File: config.mk
export PLATFORM = sky130hd
export DESIGN_NAME = mmap_decoder
export DESIGN_NICKNAME = d
export VERILOG_FILES = /design/src/verilog/mmap_pkg.sv /design/src/verilog/mmap_decoder.sv
export SDC_FILE = /design/constraint.sdc
export NUM_CORES = 1
export LEC_CHECK = 0
export BUFFER_PORTS_ARGS = -buffer_cell sky130_fd_sc_hd__buf_2
export CORE_ASPECT_RATIO = 1.2
export CORE_MARGIN = 2
export CORE_UTILIZATION = 30
export CTS_CLUSTER_DIAMETER = 60
export DETAILED_ROUTE_END_ITERATION = 10
export GPL_ROUTABILITY_DRIVEN = 0
export PLACE_DENSITY = 0.55
export SETUP_SLACK_MARGIN = 0.2
export SLEW_MARGIN = 40
export SYNTH_ARGS = -nofsm -noshare
export SYNTH_HDL_FRONTEND = slang
export SYNTH_SLANG_ARGS = --single-unit
File: constraint.sdc
create_clock -name i_core_clk -period 3.3 [get_ports i_core_clk]
set_clock_uncertainty 0.2 [all_clocks]
set_input_delay 0.66 -clock i_core_clk [delete_from_list [all_inputs] [get_ports i_core_clk]]
set_output_delay 0.66 -clock i_core_clk [all_outputs]
set_load 0.02 [all_outputs]
File: src/verilog/mmap_pkg.sv
// Address map constants for the memory space decoder
package mmap_pkg;
    // Program space
    localparam logic [13:0] VEC_LO       = 14'h0000;
    localparam logic [13:0] VEC_HI       = 14'h000f;
    localparam logic [13:0] ZP_HI        = 14'h003f;
    localparam logic [13:0] PAT_HI       = 14'h0fff;
    localparam logic [13:0] RESET_VEC    = 14'h0000;
    // Data space
    localparam logic [9:0]  ICB_LO       = 10'h000;
    localparam logic [9:0]  ICB_HI       = 10'h003;
    localparam logic [9:0]  SFR1_HI      = 10'h01f;
    localparam logic [9:0]  RFL_LO       = 10'h020;
    localparam logic [9:0]  RFL_HI       = 10'h023;
    localparam logic [9:0]  REGS_HI      = 10'h03f;
    localparam logic [9:0]  DISP_CTRL    = 10'h02c;
    localparam logic [9:0]  BUZZ_MODE    = 10'h02e;
    localparam logic [9:0]  BANK_REG     = 10'h03f;
    localparam logic [9:0]  MREG_LO      = 10'h040;
    localparam logic [9:0]  MREG_HI      = 10'h04f;
    localparam logic [9:0]  BANKED_LO    = 10'h090;
    localparam logic [9:0]  BANKED_HI    = 10'h25f;
    localparam logic [9:0]  STACK_LO     = 10'h3c0;
    localparam int          STACK_LEVELS = 16;
    localparam int          STACK_DIGITS = 4;
    // Register flag bit positions at 0x020
    localparam int          SUBACT_BIT   = 3;
    localparam int          WDOG_BIT     = 1;
    // Reset values
    localparam logic [3:0]  DIGIT_RST    = 4'h0;
    // Operation codes from the execution unit
    typedef enum logic [2:0] {
        OP_NONE  = 3'b000,
        OP_READ  = 3'b001,
        OP_WRITE = 3'b010,
        OP_BSET  = 3'b011,
        OP_BCLR  = 3'b100,
        OP_BTEST = 3'b101
    } mmap_op_t;
endpackage

File: src/verilog/mmap_decoder.sv
// Memory space decoder: program regions, data map, bit access and stack
`timescale 1ns/100ps
module mmap_decoder (
    // Clock and reset
    input  wire logic             i_core_clk,
    input  wire logic             i_nrst,
    // Program fetch side
    input  wire logic             i_irq_entry,
    input  wire logic [3:0]       i_irq_vec,
    input  wire logic             i_zp_call,
    input  wire logic [5:0]       i_zp_target,
    input  wire logic             i_pat_fetch,
    input  wire logic [13:0]      i_pat_addr,
    output logic                  o_vec_load,
    output logic      [13:0]      o_vec_addr,
    output logic      [13:0]      o_zp_addr,
    output logic                  o_pat_ok,
    output logic      [13:0]      o_pat_rom_addr,
    // Data access side
    input  wire mmap_pkg::mmap_op_t i_op,
    input  wire logic [9:0]       i_addr,
    input  wire logic [1:0]       i_bit,
    input  wire logic [3:0]       i_wdata,
    input  wire logic             i_memreg_op,
    input  wire logic [3:0]       i_memreg_idx,
    output logic      [3:0]       o_rdata,
    output logic                  o_test_bit,
    output logic                  o_access_err,
    output logic      [11:0]      o_ram_addr,
    output logic                  o_ram_sel,
    input  wire logic [3:0]       i_ram_rdata,
    // Ports
    input  wire logic [11:0]      i_bitport_in,
    output logic      [11:0]      o_bitport_out,
    input  wire logic [3:0]       i_nibport_in,
    output logic      [3:0]       o_nibport_out,
    // Power state
    input  wire logic             i_stop_req,
    input  wire logic [3:0]       i_wakeup_input_n,
    output logic                  o_stopped,
    // Register outputs to peripherals
    output logic      [3:0]       o_display_control,
    output logic      [3:0]       o_buzzer_mode,
    output logic      [3:0]       o_bank,
    output logic      [3:0]       o_flags
);

    localparam logic [9:0] BITPORT_ADDR = 10'h070;
    localparam logic [9:0] NIBPORT_ADDR = 10'h080;

    logic [3:0] icb [4];
    logic [3:0] flags;
    logic [3:0] display_control;
    logic [3:0] buzzer_mode;
    logic [3:0] bank;
    logic       stopped;
    logic [3:0] next_rdata;
    logic       next_err;
    logic       next_test;
    logic       is_bitop;
    logic       in_regs;
    logic [9:0] eff_addr;
    logic       is_bitport;
    logic       in_stack;

    assign is_bitop = (i_op == mmap_pkg::OP_BSET) ||
                      (i_op == mmap_pkg::OP_BCLR) ||
                      (i_op == mmap_pkg::OP_BTEST);
    // Memory register instructions address the 16 digits by index
    assign eff_addr = i_memreg_op ?
                      (mmap_pkg::MREG_LO | {6'h00, i_memreg_idx}) :
                      i_addr;
    assign in_regs  = (eff_addr <= mmap_pkg::REGS_HI);
    // Bit port spans three digits; the fourth would index past pin 11
    assign is_bitport = (eff_addr >= BITPORT_ADDR) &&
                        (eff_addr <= BITPORT_ADDR + 10'h002);
    // Stack is plain RAM: 16 levels of 4 digits up to the top of data space
    assign in_stack = (eff_addr >= mmap_pkg::STACK_LO);

    // Vector and program-region address generation
    always_ff @(posedge i_core_clk) begin
        if (!i_nrst) begin
            o_vec_load <= 1'b1;
            o_vec_addr <= mmap_pkg::RESET_VEC;
        end else begin
            o_vec_load <= i_irq_entry;
            o_vec_addr <= mmap_pkg::VEC_LO | {10'h000, i_irq_vec};
        end
    end

    always_ff @(posedge i_core_clk) begin
        if (!i_nrst) begin
            o_zp_addr      <= mmap_pkg::VEC_LO;
            o_pat_ok       <= 1'b0;
            o_pat_rom_addr <= mmap_pkg::VEC_LO;
        end else begin
            if (i_zp_call) begin
                o_zp_addr <= {8'h00, i_zp_target} & mmap_pkg::ZP_HI;
            end
            o_pat_ok  <= i_pat_fetch && (i_pat_addr <= mmap_pkg::PAT_HI);
            o_pat_rom_addr <= i_pat_addr & mmap_pkg::PAT_HI;
        end
    end

    // RAM address: banked area gets the bank as high bits, registers never go to RAM
    always_comb begin
        o_ram_sel  = 1'b0;
        o_ram_addr = {2'b00, eff_addr};
        if (!in_regs && (i_op != mmap_pkg::OP_NONE) &&
            !is_bitport && eff_addr != NIBPORT_ADDR) begin
            o_ram_sel = 1'b1;
            if (eff_addr >= mmap_pkg::BANKED_LO &&
                eff_addr <= mmap_pkg::BANKED_HI) begin
                o_ram_addr = {bank[1:0], eff_addr};
            end
        end
    end

    // Read and test path with per-region access checks
    always_comb begin
        next_rdata = 4'h0;
        next_err   = 1'b0;
        next_test  = 1'b0;
        if (eff_addr <= mmap_pkg::ICB_HI) begin
            next_err  = !is_bitop && (i_op != mmap_pkg::OP_NONE);
            next_test = icb[eff_addr[1:0]][i_bit];
        end else if (eff_addr >= mmap_pkg::RFL_LO &&
                     eff_addr <= mmap_pkg::RFL_HI) begin
            next_err  = !is_bitop && (i_op != mmap_pkg::OP_NONE);
            next_test = (eff_addr == mmap_pkg::RFL_LO) && flags[i_bit];
        end else if (in_regs) begin
            if (is_bitop) begin
                next_err = !((eff_addr == mmap_pkg::DISP_CTRL) ||
                    (eff_addr == mmap_pkg::BUZZ_MODE && i_bit == 2'd3)) ||
                    (i_op == mmap_pkg::OP_BTEST);
            end
            case (eff_addr)
                mmap_pkg::DISP_CTRL: next_rdata = display_control;
                mmap_pkg::BUZZ_MODE: next_rdata = buzzer_mode;
                mmap_pkg::BANK_REG:  next_rdata = bank;
                default:             next_rdata = 4'h0;
            endcase
        end else if (is_bitport) begin
            next_err  = (i_op == mmap_pkg::OP_READ) ||
                        (i_op == mmap_pkg::OP_WRITE);
            next_test = i_bitport_in[{eff_addr[1:0], i_bit}];
        end else if (eff_addr == NIBPORT_ADDR) begin
            next_err   = is_bitop;
            next_rdata = i_nibport_in;
        end else begin
            next_rdata = i_ram_rdata;
            next_test  = i_ram_rdata[i_bit];
        end
    end

    always_ff @(posedge i_core_clk) begin
        if (!i_nrst) begin
            o_rdata      <= mmap_pkg::DIGIT_RST;
            o_test_bit   <= 1'b0;
            o_access_err <= 1'b0;
        end else begin
            o_rdata      <= next_rdata;
            o_test_bit   <= next_test;
            o_access_err <= next_err;
        end
    end

    // Interrupt control bits: only bit set and clear change them
    generate
        for (genvar g = 0; g < 4; g++) begin : g_icb
            always_ff @(posedge i_core_clk) begin
                if (!i_nrst) begin
                    icb[g] <= mmap_pkg::DIGIT_RST;
                end else if (eff_addr == 10'(g)) begin
                    if (i_op == mmap_pkg::OP_BSET) begin
                        icb[g][i_bit] <= 1'b1;
                    end else if (i_op == mmap_pkg::OP_BCLR) begin
                        icb[g][i_bit] <= 1'b0;
                    end
                end
            end
        end
    endgenerate

    // Register flags; the subactive flag cannot be set while active
    always_ff @(posedge i_core_clk) begin
        if (!i_nrst) begin
            flags <= mmap_pkg::DIGIT_RST;
        end else if (eff_addr == mmap_pkg::RFL_LO) begin
            if (i_op == mmap_pkg::OP_BSET &&
                i_bit != 2'(mmap_pkg::SUBACT_BIT)) begin
                flags[i_bit] <= 1'b1;
            end else if (i_op == mmap_pkg::OP_BCLR &&
                         i_bit != 2'(mmap_pkg::WDOG_BIT)) begin
                flags[i_bit] <= 1'b0;
            end
        end
    end

    // Special registers and bit port write path
    always_ff @(posedge i_core_clk) begin
        if (!i_nrst) begin
            display_control <= mmap_pkg::DIGIT_RST;
            buzzer_mode     <= mmap_pkg::DIGIT_RST;
            bank            <= mmap_pkg::DIGIT_RST;
            o_bitport_out   <= 12'h000;
            o_nibport_out   <= 4'h0;
        end else begin
            case (i_op)
                mmap_pkg::OP_WRITE: begin
                    if (eff_addr == mmap_pkg::DISP_CTRL)
                        display_control <= i_wdata;
                    if (eff_addr == mmap_pkg::BUZZ_MODE)
                        buzzer_mode <= i_wdata;
                    if (eff_addr == mmap_pkg::BANK_REG)
                        bank <= i_wdata;
                    if (eff_addr == NIBPORT_ADDR)
                        o_nibport_out <= i_wdata;
                end
                mmap_pkg::OP_BSET, mmap_pkg::OP_BCLR: begin
                    if (eff_addr == mmap_pkg::DISP_CTRL)
                        display_control[i_bit] <=
                            (i_op == mmap_pkg::OP_BSET);
                    if (eff_addr == mmap_pkg::BUZZ_MODE && i_bit == 2'd3)
                        buzzer_mode[3] <= (i_op == mmap_pkg::OP_BSET);
                    if (is_bitport)
                        o_bitport_out[{eff_addr[1:0], i_bit}] <=
                            (i_op == mmap_pkg::OP_BSET);
                end
                default: begin
                end
            endcase
        end
    end

    // Stop mode; any low wakeup input returns to active
    always_ff @(posedge i_core_clk) begin
        if (!i_nrst) begin
            stopped <= 1'b0;
        end else if (stopped && (i_wakeup_input_n != 4'hf)) begin
            stopped <= 1'b0;
        end else if (i_stop_req) begin
            stopped <= 1'b1;
        end
    end

    assign o_stopped         = stopped;
    assign o_display_control = display_control;
    assign o_buzzer_mode     = buzzer_mode;
    assign o_bank            = bank;
    assign o_flags           = flags;

    a_reset_vector: assert property (@(posedge i_core_clk)
        !i_nrst |=> o_vec_load && o_vec_addr == 14'h0000)
        else $error("reset vector not loaded");
    a_vector_range: assert property (@(posedge i_core_clk)
        disable iff (!i_nrst) o_vec_load |-> o_vec_addr <= 14'h000f)
        else $error("vector outside vector area");
    a_zp_range: assert property (@(posedge i_core_clk)
        disable iff (!i_nrst) o_zp_addr <= 14'h003f)
        else $error("zero page target out of range");
    a_pat_refuse: assert property (@(posedge i_core_clk)
        disable iff (!i_nrst) i_pat_fetch && i_pat_addr > 14'h0fff
        |=> !o_pat_ok) else $error("pattern fetch beyond range");
    a_regs_no_ram: assert property (@(posedge i_core_clk)
        disable iff (!i_nrst) in_regs |-> !o_ram_sel)
        else $error("register address reached RAM");
    a_icb_bitonly: assert property (@(posedge i_core_clk)
        disable iff (!i_nrst) eff_addr <= 10'h003 &&
        i_op == mmap_pkg::OP_WRITE |=> $stable(icb[0]) && o_access_err)
        else $error("interrupt bits changed by plain write");
    a_wdog_sticky: assert property (@(posedge i_core_clk)
        disable iff (!i_nrst) flags[1] |=> flags[1])
        else $error("watchdog flag cleared");
    a_bank_map: assert property (@(posedge i_core_clk)
        disable iff (!i_nrst) o_ram_sel && eff_addr >= 10'h090 &&
        eff_addr <= 10'h25f |-> o_ram_addr[11:10] == bank[1:0])
        else $error("banked address ignores bank");
    a_wakeup_exit: assert property (@(posedge i_core_clk)
        disable iff (!i_nrst) stopped && i_wakeup_input_n != 4'hf
        |=> !stopped) else $error("wakeup did not leave stop");
    a_stack_ram: assert property (@(posedge i_core_clk)
        disable iff (!i_nrst) in_stack && i_op == mmap_pkg::OP_READ
        |-> o_ram_sel && o_ram_addr == {2'b00, eff_addr})
        else $error("stack digit not mapped to RAM");
    a_bitport_noram: assert property (@(posedge i_core_clk)
        disable iff (!i_nrst) is_bitport |-> !o_ram_sel)
        else $error("bit port access reached RAM");

endmodule

==> results of run 1 <==
==> synthesized netlist by cell type (all sizes together), types with 2 or more instances <==
cell type,instances
and2,19
or3,2
edfxtp,16
nand2,33
inv,11
nand2b,4
nand4b,4
a222oi,2
a31oi,3
and3,9
a22oi,7
mux4,5
o31ai,2
nor3,7
nor4,5
nor2b,22
o21a,3
buf,25
nor2,26
nor3b,3
a21boi,25
o21ai,44
or3b,3
a2111oi,7
clkbuf,29
a21o,3
mux2,3
mux2i,23
nand3,26
nand3b,3
dfxtp,63
nand4,6
nor4b,4
a21oi,13
or2,2
or4b,2
==> worst min-delay path by stage <==
stage	startpoint	end	slack, ps	depth (start not counted)
detailed placement	flop	flop	270	2
floorplan	flop	flop	320	2
global placement	flop	flop	250	2
global route	i_pat_addr[12]	o_pat_ok	270	2
CTS	i_pat_addr[12]	o_pat_ok	260	2
finish	i_pat_addr[13]	o_pat_ok	270	2
==> area by class of cell <==
class / count / area (sq um) / area share [%]
multi-input cells: 360 / 2391 / 42.43
inverters: 11 / 41.29 / 0.7327
clock buffers: 10 / 239.0 / 4.241
flip-flops and latches: 79 / 1742 / 30.91
well taps: 175 / 219.0 / 3.885
repair buffers: 172 / 908.4 / 16.12
diodes: 2 / 5.005 / 0.08881
clock inverters: 6 / 90.09 / 1.599
==> power by group <==
| group | leakage (nW) | switching (mW) | internal (mW) |
|---|---|---|---|
| Clock | 0.164 | 0.412 | 0.688 |
| Sequential | 0.667 | 0.0101 | 1.01 |
| Combinational | 1.55 | 0.206 | 0.128 |
==> sequential cells by signal, summed over array words and instances, names as in the netlist, 6 cells and up, named ones only <==
register / flops
icb: 16
o_bitport_out: 12
o_pat_rom_addr: 12
o_zp_addr: 6
==> worst reg2reg max path, cell delays in order (launching register included) <==
cell and delay (ps):
edfxtp_1 400, and4b_1 200, a311o_1 320, a2111oi_0 260
o311ai_0 200, and4_1 240
==> cell families after synthesis <==
group / after synthesis / synth area share (%)
and+or+nand+nor: 186 / 24.52
AOI/OAI and AO/OA: 123 / 19.58
DFF: 79 / 39.78
buffers and inverters: 65 / 7.430
muxes: 31 / 8.602
other: 1 / 0.08566
==> metrics by stage <==
| stage | setup WS [ps] | instances | area [sq um] | utilization, % | power (mW) |
|---|---|---|---|---|---|
| after detailed placement | 217.5 | 797 | 5293 | 36.87 | 1.378 |
| after CTS | 270.6 | 813 | 5622 | 39.16 | 2.487 |
| after floorplan | 214.8 | 504 | 4449 | - | 1.270 |
| after global placement | 198.2 | 797 | 5293 | 36.87 | 1.375 |
| after global routing | 230.6 | 814 | 5633 | 39.24 | 2.553 |
| final | 382.1 | 815 | 5635 | 39.26 | 2.458 |
==> layer usage <==
metal	vias up	track usage, %	part of all wire (%)
met5	-	0	0
met4	0	9.079	2.9
met3	23	4.325	7.8
met2	183	27.51	46
met1	1923	21.41	43
li1	2027	-	-
==> metrics.md, run 1 <==
| Metric | Value |
|---|---|
| Vias per cell | `5.099` |
| Commonest non-fill, non-tap cells in the layout | `buf_2 (153), dfxtp_1 (63), o21ai_0 (44), nand2_1 (33)` |
| Number of synthesized flops with an enable pin | `16` |
| HP Class | `input pin to flop` |
| Worst slew margin | `42.94%` |
| Hold slack final | `269.1 ps` |
| Mapped cell area | `4378 sq um` |
| Commonest non-fill, non-tap cell in the layout | `buf_2` |
| FF-to-FF path depth | `5` |
| Arr. time, crit path | `2060 ps` |
| # clock sinks | `79` |
| Area of the die | `15580 sq um` |
| Final Max Slew Viols | `0` |
| Layout cells sized above 1 | `33.70%` |
| Start point of the critical path | `i_memreg_op` |
| Slowest CP cell | `or3_1` |
| Gr usage total | `17.24%` |
| Initial antenna violation count | `2` |
| CTS resizes | `0` |
| Setup Crit Path Kind | `input pin to output pin` |
| Post-synth top area share | `28.81%` |
| CP delay by family, top | `simple AND/OR/NAND/NOR gates` |
| Period utilisation layout | `88.42%` |
| CTS buffer count | `9` |
| Iter 0 DRT Violations | `291` |
| Die Ht | `136.3 um` |
| Fillers | `1461` |
| Seq cells post-synth | `79` |
| CTS tree | `done` |
| Worst-path clk slew | `70 ps` |
| Routed length per instance | `16.40 um` |
| Clk root buf | `clkbuf_16` |
| CP required | `2440 ps` |
| Final net count | `711` |
| Worst reg2reg setup slack | `1390 ps` |
| Run status | `completed` |
| Synth warnings | `0` |
| Core Area | `14350 sq um` |
| Final hold violation count | `0` |
| Clock Latency Late Sink | `340 ps` |
| Critical path's most frequent cell | `buf_2` |
| DRC viols | `0` |
| WL final | `13.37 mm` |
| Reg2reg end | `o_test_bit` |
| # Post-CTS Setup Buffers | `0` |
| FMAX | `0.3427 GHz` |
| GR Overflow Total | `0` |
| Max-cap viol count | `0` |
| Period minus WS final | `2918 ps` |
| RR Startpoint | `icb[1][1]` |
| Setup_tns | `0 ps` |
| Maximum clock insertion buffer count | `2` |
| CP endpoint kind | `output pin` |
| Synth area leader | `dfxtp_1` |
| CP peak stage delay | `440 ps` |
| Via count | `4156` |
| Worst setup SP type | `input pin` |
| Async SR Flop Fraction | `0%` |
| Synth-to-layout area growth | `28.72%` |
| Final-report setup violation count | `0` |
| Detailed Routing Iterations Pass 1 | `6` |
| Seq/Total Area, Yosys | `39.78%` |
| Buffers & Inverters on Critical Path | `3` |
| Io pins | `174` |
| Top cells by area, synth | `dfxtp_1 (29%), edfxtp_1 (11%), mux2i_1 (5.3%)` |
| H-tree depth | `3` |
| Synth Area per Inst | `9.027 sq um` |
| HPWL after detailed placement | `10.28 mm` |
| RSZ-0062 raised after global routing | `no` |
| Pwr dens | `436.1 nW/um^2` |
| Die Wd | `114.3 um` |
| First-pass GRT wire length | `20.91 mm` |
| Worst-path cell chain | `buf_2 > or3_1 > nor3_1 > a21oi_2 > buf_4 > nand2_1 > nor2_1 > buf_2` |
| Worst-margin pin slew | `834.3 ps` |
| Ys flop type | `dfxtp_1` |
| Leakage Power | `2.382 nW` |
| CP Depth | `8` |
| Worst Setup EP | `o_ram_sel` |
| Cell variety after synth | `61` |
| Initial Utilization | `30.50%` |
| Hold-fix buffers at CTS | `0` |
| Num rows | `48` |
| CP Max Fanout | `21` |
| Antenna-violating nets left | `0` |
| Max IR drop VDD | `0.2423 mV` |
| Port bufs | `153` |
| Post-Synthesis Cells | `485` |
| Vias in the first global route | `4064` |
| Largest net degree at the start of global routing | `36` |
Note: power is estimated with default switching activity, not from simulation.
==> run 2, diff against run 1 <==
ABC_AREA = 1   (was default)
CORE_ASPECT_RATIO = default   (was 1.2)
==> run 2 against run 1 <==
  * Setup slack improved by 33 ps
  * Area after synthesis grew 0.29%
  * Power fell by 0.46%
  * Fmax is 1.2% higher
  * Global-route usage is 0.23 points higher
  * Via count up 6.4%
  * Clock power fell by 5%
  * Critical path type unchanged
  * Critical endpoint is now o_ram_addr[11]
  * Largest cell class unchanged
==> metrics.md, run 2 <==
| Metric | Value |
|---|---|
| Final Max Slew Viols | `0` |
| Final net count | `877` |
| CTS tree | `done` |
| Final hold violation count | `0` |
| Worst setup SP type | `input pin` |
| Via count | `4421` |
| Mux contribution to synthesized area | `0%` |
| Period minus WS final | `2885 ps` |
| HP Class | `flop to flop` |
| Area taken by multi-input logic gates | `2185 sq um` |
| Max FFs per register | `16` |
| RSZ-0062 raised after global routing | `no` |
| Worst slew margin | `52.70%` |
| CP required | `2440 ps` |
| H-tree depth | `3` |
| Setup_tns | `0 ps` |
| Number of synthesized flops with an enable pin | `16` |
| Layout cells sized above 1 | `28.86%` |
| # clock sinks | `79` |
| Synth Area per Inst | `6.903 sq um` |
| First-pass GRT wire length | `21.62 mm` |
| Biggest registers after layout | `icb (16), o_bitport_out (12), o_pat_rom_addr (12)` |
| Start point of the critical path | `i_memreg_op` |
| Period utilisation layout | `87.41%` |
| CP Max Fanout | `12` |
| Seq/Total Area, Yosys | `39.67%` |
| Async SR Flop Fraction | `0%` |
| WL final | `13.58 mm` |
| Gr usage total | `17.47%` |
| Mapped cell area | `4390 sq um` |
| Worst Setup EP | `o_ram_addr[11]` |
| Maximum clock insertion buffer count | `2` |
| Ys flop type | `dfxtp_1` |
| Commonest non-fill, non-tap cell in the layout | `nand2_1` |
| Most flop-heavy register | `icb` |
| Area of the die | `15620 sq um` |
| Setup Crit Path Kind | `input pin to output pin` |
| GR Overflow Total | `0` |
| Synth Area in Simple Gates | `38.73%` |
| Seq. cell area | `1742 sq um` |
| Hold-fix buffers at CTS | `0` |
| CTS buffer count | `9` |
| Run status | `completed` |
| Largest net degree at the start of global routing | `71` |
| Post-synth top area share | `28.73%` |
| Synth area leader | `dfxtp_1` |
| Most frequent cell after synthesis | `nand2_1` |
| Seq cells post-synth | `79` |
| Io pins | `174` |
| Synth warnings | `0` |
| Final-report setup violation count | `0` |
| Commonest non-fill, non-tap cells in the layout | `nand2_1 (180), buf_2 (152), nor2_1 (90), inv_1 (75), dfxtp_1 (63)` |
| Compound-Gate Fraction of Synth Area | `9.148%` |
| Post-synthesis adder-cell area fraction | `0%` |
| Clock Latency Late Sink | `350 ps` |
| Hold slack final | `247.8 ps` |
| Die Ht | `125.0 um` |
| Detailed Routing Iterations Pass 1 | `4` |
| HPWL after detailed placement | `10.55 mm` |
| Max-cap viol count | `0` |
| Worst-margin pin slew | `709.5 ps` |
| Leakage Power | `2.935 nW` |
| Worst reg2reg setup slack | `1950 ps` |
| Top cells by area, synth | `dfxtp_1 (29%), nand2_1 (16%), edfxtp_1 (11%)` |
| Initial antenna violation count | `0` |
| Synth-to-layout area growth | `28.81%` |
| Clk root buf | `clkbuf_16` |
| Vias in the first global route | `4121` |
| Commonest cells post-synth | `nand2_1 (182), nor2_1 (91), inv_1 (76), dfxtp_1 (63), nand3_1 (40)` |
| Die Wd | `125.0 um` |
| Antenna-violating nets left | `0` |
| Max IR drop VDD | `0.2418 mV` |
| Reg2reg end | `o_test_bit` |
| Fillers | `1604` |
| Pwr dens | `432.5 nW/um^2` |
| Num rows | `44` |
| Port bufs | `153` |
| Routed length per instance | `13.74 um` |
| FMAX | `0.3467 GHz` |
| Largest family of logic cells by synthesized area | `simple AND/OR/NAND/NOR gates` |
| DRC viols | `0` |
| Initial Utilization | `30.44%` |
| Cell variety after synth | `37` |
| Post-Synthesis Cells | `636` |
| Diode count | `0` |
| Worst-path clk slew | `60 ps` |
| XOR/XNOR Fraction of Synth Area | `0%` |
| CP endpoint kind | `output pin` |
| Core Area | `14420 sq um` |
| Vias per cell | `4.475` |
| FF-to-FF path depth | `6` |
| Arr. time, crit path | `2020 ps` |
| Iter 0 DRT Violations | `306` |
[run 2: cell count changes after synthesis, sizes merged, moves of 7 or more]
cell	before	now
nand3	26	42
and2	19	0
nand2	33	200
nor2	26	108
mux2i	23	0
and3	9	0
a21boi	25	0
a2111oi	7	0
inv	11	81
nor2b	22	0
clkbuf	29	8
[run 2: how the worst min path moves through the flow]
| stage | startpoint | to | slack [ps] | depth (start not counted) |
|---|---|---|---|---|
| after floorplan | o_nibport_out[0] | o_nibport_out[0] | 320 | 2 |
| after global placement | o_nibport_out[0] | o_nibport_out[0] | 230 | 2 |
| after global routing | i_pat_addr[13] | o_pat_ok | 260 | 2 |
| after detailed placement | o_nibport_out[0] | o_nibport_out[0] | 240 | 2 |
| final | o_nibport_out[2] | o_nibport_out[2] | 250 | 2 |
| after CTS | o_nibport_out[0] | o_nibport_out[0] | 250 | 2 |
[run 2: power breakdown]
group          internal, mW  total, mW  switching, mW
registers              1.02       1.02        0.00954
clock network         0.610       1.04          0.428
logic                 0.123      0.384          0.261
[run 2: layout make-up]
cell class / instances / share of cell area (%)
tap: 184 / 4.071
clock inverter: 6 / 1.173
sequential: 79 / 30.80
timing repair buffer: 167 / 15.44
clock buffer: 10 / 4.226
inverter: 82 / 5.664
multi-input combinational: 460 / 38.63
[run 2: timing repair]
item                                    4_1_cts  5_1_grt
resized for setup                             0        9
setup buffers                                 0        0
endpoints found under the setup margin        0        3
[run 2: logic make-up (layout without fill, tap and decap cells)]
| family | Yosys count | in the layout |
|---|---|---|
| simple gates | 367 | 367 |
| buf+inv | 116 | 265 |
| flops | 79 | 79 |
| compound gates | 73 | 73 |
| other cells | 1 | 20 |
[run 2: stage by stage]
step                      worst slack (ps)  power, mW  area, sq um  instances  util, %
after floorplan                      282.2      1.303         4462        655        -
after global placement               249.9      1.429         5330        972    36.95
after detailed placement             193.6      1.429         5330        972    36.95
after CTS                            201.6      2.471         5635        988    39.07
after global routing                 216.0      2.561         5655        988    39.21
final                                415.4      2.446         5655        988    39.21
[run 2: layer usage]
layer	track usage, %	wire (um)	part of all wire [%]
met2	30.08	6754	50
met4	5.556	240	1.8
met3	4.450	860	6.3
met5	0	0	0
met1	21.44	5723	42
[run 2: critical path, cell delays in order]
cell and delay, ps:
buf_4 170, clkinv_8 110, nand2_2 120, nand2_2 90, nor2_2 130, nand2_1 100, inv_2 90, nand2_2 100
nand3_1 130, inv_1 70, nand2_1 60, nor2_1 40, buf_2 160
